[config.mk]
export PLATFORM = sky130hd
export DESIGN_NAME = keystream_bfield_xor_mapper
export DESIGN_NICKNAME = d
export VERILOG_FILES = /design/src/verilog/ks_pkg.sv /design/src/verilog/keystream_bfield_xor_mapper.sv
export VERILOG_INCLUDE_DIRS = /design/src /design/src/verilog
export SDC_FILE = /design/constraint.sdc
export NUM_CORES = 1
export LEC_CHECK = 0
export BUFFER_PORTS_ARGS = -buffer_cell sky130_fd_sc_hd__buf_2
export CAP_MARGIN = 20
export CORE_UTILIZATION = 62
export CTS_CLUSTER_SIZE = 16
export DETAILED_ROUTE_END_ITERATION = 7
export PLACE_DENSITY_LB_ADDON = 0.25
export SLEW_MARGIN = 10
export SYNTH_ARGS = -nofsm -noshare
export SYNTH_HDL_FRONTEND = slang
export SYNTH_SLANG_ARGS = --single-unit
[constraint.sdc]
create_clock -name clk -period 4.1 [get_ports clk]
set_clock_uncertainty 0.1 [all_clocks]
set_input_delay 0.205 -clock clk [delete_from_list [all_inputs] [get_ports clk]]
set_output_delay 0.205 -clock clk [all_outputs]
set_load 0.005 [all_outputs]
[src/verilog/ks_map.svh]
// constants for the key stream to burst field bit mapper
// Summary of operation
// - single-subfield protected: A-field handled like unprotected
// - protected B bit i meets segment bit i+offset, as unprotected
// - encrypted B count from slot and configuration
// - unprotected long slot counts; offsets 80/120 for 4a/4b
// - single-subfield protected uses tabulated reduced counts
// - segment length is leading part plus unprotected B count
// - ciphered A-field XORs leading bits, else discards
// - unprotected B bit i meets bit i+offset
`ifndef KS_MAP_SVH
`define KS_MAP_SVH

// ============================================================
// leading part of each segment, per configuration family
`define KSM_LEAD_BASE 40
`define KSM_LEAD_4A 80
`define KSM_LEAD_4B 120

// ============================================================
// unprotected B-field bits at the lowest modulation level
`define KSM_B_DOUBLE 800
`define KSM_B_FULL 320
`define KSM_B_LONG640 640
`define KSM_B_LONG672 672

// ============================================================
// single-subfield protected reductions and printed exception
`define KSM_SP_TRIM 32
`define KSM_SP_TRIM_FULL_LOW 16
`define KSM_SP_LONG672_CFG5 2556

// ============================================================
// counter width needed for the longest segment (40 + 4800)
`define KSM_CNT_MIN_W 13

`endif

[src/verilog/ks_pkg.sv]
// types for the key stream to burst field bit mapper
package ks_pkg;

    // ============================================================
    // burst description
    typedef enum logic [1:0] {
        SLOT_DOUBLE,
        SLOT_FULL,
        SLOT_LONG640,
        SLOT_LONG672
    } slot_t;

    typedef enum logic [2:0] {
        CFG_1A,
        CFG_1B,
        CFG_2,
        CFG_3,
        CFG_4A,
        CFG_4B,
        CFG_5,
        CFG_6
    } mod_cfg_t;

    typedef enum logic [1:0] {
        FMT_UNPROT,
        FMT_ENC_PROT,
        FMT_SINGLE_PROT
    } bfmt_t;

    typedef struct packed {
        slot_t slot;
        mod_cfg_t cfg;
        bfmt_t fmt;
        logic a_ciphered;
    } burst_cfg_t;

    typedef enum logic [1:0] {
        ST_IDLE,
        ST_A,
        ST_B,
        ST_TAIL
    } map_state_t;

endpackage : ks_pkg

[src/verilog/keystream_bfield_xor_mapper.sv]
// bit-serial mapper of key stream segment bits onto A- and B-field bits
`timescale 1ns/1ps
`default_nettype none
`include "ks_map.svh"

module keystream_bfield_xor_mapper #(
    parameter int CNT_W = 13
) (
    input wire logic clk,
    input wire logic rst,
    input wire logic start_valid,
    output logic start_ready,
    input wire ks_pkg::burst_cfg_t start_cfg,
    input wire logic key_valid,
    input wire logic key_bit,
    output logic key_ready,
    input wire logic pay_valid,
    input wire logic pay_bit,
    output logic pay_ready,
    output logic out_valid,
    output logic out_bit,
    output logic out_is_b,
    input wire logic out_ready,
    output logic seg_done
);

    // ============================================================
    // elaboration check: a narrow counter would wrap inside a segment
    if (CNT_W < `KSM_CNT_MIN_W)
    begin : g_cnt_w_check
        $error("CNT_W too narrow for the longest segment");
    end

    // ============================================================
    // mapping tables
    function automatic logic [CNT_W-1:0] mult_of(input ks_pkg::mod_cfg_t c);
        unique case (c)
            ks_pkg::CFG_1A, ks_pkg::CFG_1B: mult_of = CNT_W'(1);
            ks_pkg::CFG_2, ks_pkg::CFG_4A: mult_of = CNT_W'(2);
            ks_pkg::CFG_3, ks_pkg::CFG_4B: mult_of = CNT_W'(3);
            ks_pkg::CFG_5: mult_of = CNT_W'(4);
            ks_pkg::CFG_6: mult_of = CNT_W'(6);
        endcase
    endfunction : mult_of

    function automatic logic [CNT_W-1:0] lead_of(input ks_pkg::mod_cfg_t c);
        unique case (c)
            ks_pkg::CFG_4A: lead_of = CNT_W'(`KSM_LEAD_4A);
            ks_pkg::CFG_4B: lead_of = CNT_W'(`KSM_LEAD_4B);
            default: lead_of = CNT_W'(`KSM_LEAD_BASE);
        endcase
    endfunction : lead_of

    // unprotected and encoded-protected share one count
    function automatic logic [CNT_W-1:0] unprot_of(input ks_pkg::burst_cfg_t b);
        logic [CNT_W-1:0] base;
        base = CNT_W'(`KSM_B_DOUBLE);
        unique case (b.slot)
            ks_pkg::SLOT_DOUBLE: base = CNT_W'(`KSM_B_DOUBLE);
            ks_pkg::SLOT_FULL: base = CNT_W'(`KSM_B_FULL);
            ks_pkg::SLOT_LONG640: base = CNT_W'(`KSM_B_LONG640);
            ks_pkg::SLOT_LONG672: base = CNT_W'(`KSM_B_LONG672);
        endcase
        unprot_of = CNT_W'(base * mult_of(b.cfg));
    endfunction : unprot_of

    function automatic logic [CNT_W-1:0] bcount_of(input ks_pkg::burst_cfg_t b);
        logic [CNT_W-1:0] full;
        logic low_cfg;
        full = unprot_of(b);
        low_cfg = (b.cfg == ks_pkg::CFG_1A) || (b.cfg == ks_pkg::CFG_1B);
        if (b.fmt != ks_pkg::FMT_SINGLE_PROT)
            bcount_of = full;
        else if (b.slot == ks_pkg::SLOT_LONG672 && b.cfg == ks_pkg::CFG_5)
            bcount_of = CNT_W'(`KSM_SP_LONG672_CFG5);
        else if (b.slot == ks_pkg::SLOT_FULL && low_cfg)
            bcount_of = full - CNT_W'(`KSM_SP_TRIM_FULL_LOW);
        else
            bcount_of = full - CNT_W'(`KSM_SP_TRIM);
    endfunction : bcount_of

    // ============================================================
    // state
    ks_pkg::map_state_t state_q, state_d;
    ks_pkg::burst_cfg_t cfg_q, cfg_d;
    logic [CNT_W-1:0] kidx_q, kidx_d;
    logic [CNT_W-1:0] bidx_q, bidx_d;
    logic [CNT_W-1:0] lead_q, lead_d;
    logic [CNT_W-1:0] bcnt_q, bcnt_d;
    logic [CNT_W-1:0] segmax_q, segmax_d;
    logic out_valid_q, out_valid_d;
    logic out_bit_q, out_bit_d;
    logic out_is_b_q, out_is_b_d;
    logic done_q, done_d;
    logic out_free;
    logic take_key;
    logic take_pay;
    logic emit;
    logic key_last;

    // ============================================================
    // next-state logic
    always_comb
    begin
        state_d = state_q;
        cfg_d = cfg_q;
        kidx_d = kidx_q;
        bidx_d = bidx_q;
        lead_d = lead_q;
        bcnt_d = bcnt_q;
        segmax_d = segmax_q;
        out_valid_d = out_valid_q;
        out_bit_d = out_bit_q;
        out_is_b_d = out_is_b_q;
        done_d = 1'b0;
        take_key = 1'b0;
        take_pay = 1'b0;
        emit = 1'b0;
        // output slot free when empty or being drained this cycle
        out_free = !out_valid_q || out_ready;
        key_last = (kidx_q == segmax_q - CNT_W'(1));
        if (out_ready)
            out_valid_d = 1'b0;
        unique case (state_q)
            ks_pkg::ST_IDLE:
            begin
                if (start_valid)
                begin
                    cfg_d = start_cfg;
                    // A-field part ignores the B format entirely
                    lead_d = lead_of(start_cfg.cfg);
                    bcnt_d = bcount_of(start_cfg);
                    // segment length does not depend on B format
                    segmax_d = lead_of(start_cfg.cfg)
                        + unprot_of(start_cfg);
                    kidx_d = '0;
                    bidx_d = '0;
                    state_d = ks_pkg::ST_A;
                end
            end
            ks_pkg::ST_A:
            begin
                if (cfg_q.a_ciphered)
                begin
                    take_key = key_valid && pay_valid && out_free;
                    take_pay = take_key;
                    emit = take_key;
                end
                else
                begin
                    // discarded bits need no payload and no output slot
                    take_key = key_valid;
                end
                if (take_key)
                begin
                    kidx_d = kidx_q + CNT_W'(1);
                    if (kidx_q == lead_q - CNT_W'(1))
                        state_d = ks_pkg::ST_B;
                end
            end
            ks_pkg::ST_B:
            begin
                // key bit kidx = lead + i meets B bit i
                take_key = key_valid && pay_valid && out_free;
                take_pay = take_key;
                emit = take_key;
                if (take_key)
                begin
                    kidx_d = kidx_q + CNT_W'(1);
                    bidx_d = bidx_q + CNT_W'(1);
                    if (bidx_q == bcnt_q - CNT_W'(1))
                    begin
                        if (key_last)
                        begin
                            done_d = 1'b1;
                            state_d = ks_pkg::ST_IDLE;
                        end
                        else
                        begin
                            state_d = ks_pkg::ST_TAIL;
                        end
                    end
                end
            end
            ks_pkg::ST_TAIL:
            begin
                // surplus bits drained so the next segment starts aligned
                take_key = key_valid;
                if (take_key)
                begin
                    kidx_d = kidx_q + CNT_W'(1);
                    if (key_last)
                    begin
                        done_d = 1'b1;
                        state_d = ks_pkg::ST_IDLE;
                    end
                end
            end
        endcase
        if (emit)
        begin
            out_valid_d = 1'b1;
            out_bit_d = pay_bit ^ key_bit;
            out_is_b_d = (state_q == ks_pkg::ST_B);
        end
    end

    // ============================================================
    // registers
    always_ff @(posedge clk)
    begin
        if (rst)
        begin
            state_q <= ks_pkg::ST_IDLE;
            cfg_q <= '0;
            kidx_q <= '0;
            bidx_q <= '0;
            lead_q <= '0;
            bcnt_q <= '0;
            segmax_q <= '0;
            out_valid_q <= 1'b0;
            out_bit_q <= 1'b0;
            out_is_b_q <= 1'b0;
            done_q <= 1'b0;
        end
        else
        begin
            state_q <= state_d;
            cfg_q <= cfg_d;
            kidx_q <= kidx_d;
            bidx_q <= bidx_d;
            lead_q <= lead_d;
            bcnt_q <= bcnt_d;
            segmax_q <= segmax_d;
            out_valid_q <= out_valid_d;
            out_bit_q <= out_bit_d;
            out_is_b_q <= out_is_b_d;
            done_q <= done_d;
        end
    end

    // ============================================================
    // outputs
    assign start_ready = (state_q == ks_pkg::ST_IDLE);
    assign key_ready = take_key;
    assign pay_ready = take_pay;
    assign out_valid = out_valid_q;
    assign out_bit = out_bit_q;
    assign out_is_b = out_is_b_q;
    assign seg_done = done_q;

endmodule : keystream_bfield_xor_mapper

`default_nettype wire

* Yosys cells after proc, flatten, opt, wreduce, memory -nomap -nowiden
Memories as Yosys holds them, arrays and structs flattened.
Index checks and enable logic that the tools add are counted.
Widths: inputs -> output; s select.
** Cells by class
- Add/sub/neg operators :: 8
- $mul :: 2
- Divide/modulo/power cells :: 0
- Order comparisons :: 0
- Equality and inequality tests :: 21
- Shifts and indexed selects :: 0
- Muxes and demuxes :: 41
- Bitwise logic cells :: 1
- Reduce and logical (&&, ||, !) cells :: 16
** Operators with widths (count)
- $mux 13 :: 16
- $pmux 13 s4 :: 2
- $eq 13x13->1 :: 3
- $sub 13x1->13 const B :: 3
- $add 13x1->13 const B :: 2
- $mul 13x13->13 :: 2
- $pmux 13 s2 :: 1
- $mux 2 :: 8
- $ne 2x2->1 const B :: 8
- $pmux 7 s2 :: 1
- $add 13x13->13 :: 1
- $sub 13x5->13 const B :: 1
- $sub 13x6->13 const B :: 1
- $eq 3x3->1 const B :: 3
- $mux 1 :: 9
- $eq 2x2->1 const B :: 4
- $pmux 2 s4 :: 1
- $reduce_and 7->1 :: 1
- $eq 2x1->1 const B :: 2
- $logic_and 1x1->1 :: 4
- $logic_not 2->1 :: 2
- $pmux 1 s2 :: 2
- $reduce_and 4->1 :: 1
- $reduce_bool 2->1 :: 2
- other kinds (8) :: 9
** Word-level totals
- Register bits after elaboration :: 72
- Latch bits :: 0
- RAM bits :: 0
- Bits in read-only memories :: 48
- Output and inout port bits :: 7
- Word-level logic and storage cells :: 102
- Memories :: 2
** Memories
- (name not given) :: depth 8, bits a word 3, read ports 1, clocked after memory_dff 0, write ports 0, line keystream_bfield_xor_mapper.sv:37 : unique case (c)
- (name not given) :: depth 8, bits a word 3, read ports 1, clocked after memory_dff 0, write ports 0, line keystream_bfield_xor_mapper.sv:37

* Logic depth before layout (Yosys ltp)
- Word-level depth :: 9
- Gate-level depth with buffers :: 17
- Gate-level depth less buffers :: 17

* Least setup slack after synthesis
OpenSTA, ideal clock, no wires.
- Kind :: input-to-reg
- From :: in start_cfg[7] in the netlist's numbering
- To :: reg segmax_q[12]
- Setup time :: 0.132 ns
- Arrival :: 3.429 ns
- Path slack :: 0.439 ns
- Stages :: 17
- Path buffers :: 0
- Cells stage by stage :: inv_1 > ha_1 > nor2_1 > nor2_1 > ha_1 > fa_1 > ha_1 > ha_1 > ha_1 > inv_1 > fa_1 > nor2_1 > nor2_1 > nor2_1 > or3_1 > nand3_1 > a21oi_1
** Between the ends
- Longest elaborated chain between the ends :: 6
- Elaborated cells between the ends (all ways) :: 9
- Classes of those cells :: 1 x add/sub; 1 x mul; 3 x eq/ne; 3 x mux; 1 x reduce/logical
** RTL lines
- from (decl) :: line keystream_bfield_xor_mapper.sv:13 : input wire ks_pkg::burst_cfg_t start_cfg,
- $eq 2x2->1, or another cell as far along :: line keystream_bfield_xor_mapper.sv:58 : unique case (b.slot)
- $pmux 13 s4 (*) :: line keystream_bfield_xor_mapper.sv:58
- $mux 13 (*) :: line keystream_bfield_xor_mapper.sv:127 : if (start_valid)
- $mux 13 (*) :: line keystream_bfield_xor_mapper.sv:124 : unique case (state_q)
- $mul 13x13->13 (*) :: line keystream_bfield_xor_mapper.sv:64 : unprot_of = CNT_W'(base * mult_of(b.cfg));
- $add 13x13->13 (*) :: line keystream_bfield_xor_mapper.sv:135 : + unprot_of(start_cfg);
- to (signal assigned) :: line keystream_bfield_xor_mapper.sv:234 : segmax_q <= segmax_d;
- to (decl) :: line keystream_bfield_xor_mapper.sv:90 : logic [CNT_W-1:0] segmax_q, segmax_d;
Mark *: on every way between the ends. The rest lies on a longest branch, timed or not. The select of a mux whose other input is x is not followed.
A chain may end at the register's enable or synchronous reset.

* Worst setup path after layout
Ends and elaborated chain as after synthesis.

==> metrics.txt <==
critical path arrival=3.74 ns; Max stage delay on crit path=0.56 ns; Max Root-Sink Buffers=2; Resize count post-CTS=0; Hold Crit Depth=3; delay-heaviest family, CP=adder cells; FP Rows=28; synth warn=0; Avg WL per Cell=13.6 um; Layout area overhead=5.63%; number of CTS-inserted buffers=5; pre-CTS setup slack=0.0949 ns; IO Port Bufs=22; clock tree from TritonCTS=built; synthesized area=0.00396 mm2; Starting Density=65.6%; Leak=0.00170 uW; fillers=511; Final Hold Violating Endpoints=0; Clock transition at path regs=0.09 ns; synth unique cells=64; die span in y=81.9 um; Cell Chain, Critical Path=buf_2, inv_1, ha_1, nor2_1, nor2_1, ha_1, fa_1, ha_1, ha_1, ha_1, inv_1, fa_1, nor2_1, nor2_1, nor2_1, or3_1, nand3_1, a21oi_1; Overall Power=1720 uW; Syn Nets=550; DRC violations left=0; min-delay src=start_cfg[0]; FFs w/ async S/R, synth=0%; worst vdd ir=0.279 mV; hpwl dp=6040 um; Hold Path End=cfg_q[0]$_SDFFE_PP0P_; WP data required=4.17 ns; fin worst setup slack=0.430 ns; RSZ-0062 raised after global routing=no; worst flop-to-flop path endpoint=state_q[1]$_SDFFE_PP0P_; Post-CTS Hold Buffers=0; PD cells=412 mW/mm2; top-count cell post-synth=nor2_1; fin crit share=89.5%; first-pass detailed-route iteration total=4; WP buf/inv=3; vias in the first global route=2939; Min-Delay Path Class=primary input to flip-flop; worst r2r src=segmax_q[3]$_SDFFE_PP0P_; H-tree levels=2; Clock Sinks=53; post-synth top area cell=dfxtp_1; via count=3305; Chip Width=81.9 um; Final #Nets=563; launch point of the worst path=start_cfg[7]; Setup Viol. Count Final=0; GR Overflow Total=0; register area share after synthesis=26.8%; min Tclk post-route=3.67 ns; Post-Syn Instances=487; clock latency on the worst-skew pair=0.30 ns; R2R depth=9; Worst setup EP type=flip-flop; total wire length=7810 um; WS Path Type=primary input to flip-flop; critical path's slowest cell=fa_1; critical path peak fanout=5; R2R Setup Slk=1.26 ns; DR iter-0 viols=109; Antenna Violating Nets Remaining=0; GPL Wtd Cong=0.848; Max-slew headroom=44.8%; clk root buf=clkbuf_8; total of max-cap violations=0; synthesized area per cell=8.12 um2; fin. max-slew vios=0; outcome=finished, final reports clean; Util after Layout=69.3%; vias per cell=5.74; antenna cells=0; flops & latches, synth=53; post-synth top area share=26.8%; Core Area=0.00603 mm2; largest net degree at the start of global routing=30; layout cells sized above 1=8.98%; post-CTS setup buffer count=0; DIE AREA=0.00670 mm2; commonest cells in the netlist=nor2_1, dfxtp_1, ha_1, nand2_1; Fin Setup TNS=0 ns; first-pass GRT wire length=12600 um; EDFF count, synth=0; Least-Margin Pin Slew=0.828 ns; initial antenna violation count=0; Area contributors post-synth=dfxtp_1, ha_1, nor2_1, xnor2_1, xor2_1; Critical Path Source Type=primary input; All-Layer GR Usage=23.8%; ys flop type=dfxtp_1; Top Ports=23; Max Fclk=273 MHz
-- worst max-delay path by stage --
stage	cells past startpoint	endpoint
after floorplan	17	segmax_q[12]$_SDFFE_PP0P_
after global placement	18	segmax_q[12]$_SDFFE_PP0P_
after detailed placement	18	segmax_q[12]$_SDFFE_PP0P_
after CTS	18	segmax_q[12]$_SDFFE_PP0P_
after global routing	18	segmax_q[12]$_SDFFE_PP0P_
final	18	segmax_q[12]$_SDFFE_PP0P_
-- per-stage QoR --
step	cells	area, um2	hold slack (ns)
CTS	576	4180	0.0429
global placement	568	4090	0.343
finish	576	4180	0.0551
global route	576	4180	0.0524
detailed placement	568	4090	0.361
floorplan	487	3960	0.241
-- layout by cell type, fill, tap and decap left out, drive strengths merged, types with 2 or more instances in the layout --
master,Yosys,final
a211o,2,2
a211oi,8,8
a21oi,29,29
a22oi,3,3
a311oi,2,2
a31oi,3,3
a41oi,2,2
and2,2,2
and3,4,4
and4,5,5
buf,3,25
clkbuf,16,7
dfxtp,53,53
fa,6,6
ha,41,41
inv,29,29
nand2,41,41
nand2b,6,6
nand3,15,15
nand3b,3,3
nand4,12,12
nor2,68,68
nor2b,6,6
nor3,7,7
nor3b,5,5
nor4,5,5
o21ai,16,16
o221a,2,2
o31ai,2,2
or2,2,2
or3,10,10
or4,2,2
xnor2,29,29
xor2,29,29
-- layout make-up --
class,count,area [um2],share of cell area [%]
clock buffer,7,76.3,1.83
clock inverter,1,7.51,0.180
inverter,29,109,2.61
multi-input combinational,386,2700,64.6
sequential,53,1060,25.4
tap,75,93.8,2.25
timing repair buffer,25,133,3.17
-- per-layer routing --
layer	track usage [%]	routed length, um
met4	5.09	25
met3	3.67	180
met5	0	0
met2	43.9	3880
met1	28.8	3730
-- logic make-up after synthesis --
logic type | Yosys count | synth area share (%)
AOI/OAI and AO/OA | 80 | 13.2
xor gates and xnor gates | 58 | 12.8
adders and majority gates | 48 | 16.3
buffers and inverters | 48 | 4.97
DFF | 53 | 26.8
muxes | 2 | 0.538
and+or+nand+nor | 198 | 25.3
-- worst reg2reg max path: cells and delay by family (launching register included) --
kind,cells,cell delay (ns)
compound gates,3,0.68
fa+ha+maj,1,0.27
buf+inv,1,0.10
flops,1,0.37
mux,1,0.25
simple gates,3,1.03
-- state kept, by name (all words and copies together) (netlist names), 2 cells and up --
| register | count |
|---|---|
| bidx_q | 13 |
| kidx_q | 13 |
| bcnt_q | 10 |
| segmax_q | 10 |
| state_q | 2 |
-- power breakdown --
group          switching, uW  leakage (uW)  internal [uW]  total (uW)
Combinational            449       0.00123            330         779
Clock                    170     0.0000385            121         292
Sequential              77.5      0.000431            573         651
Note: power is estimated with default switching activity, not from simulation.
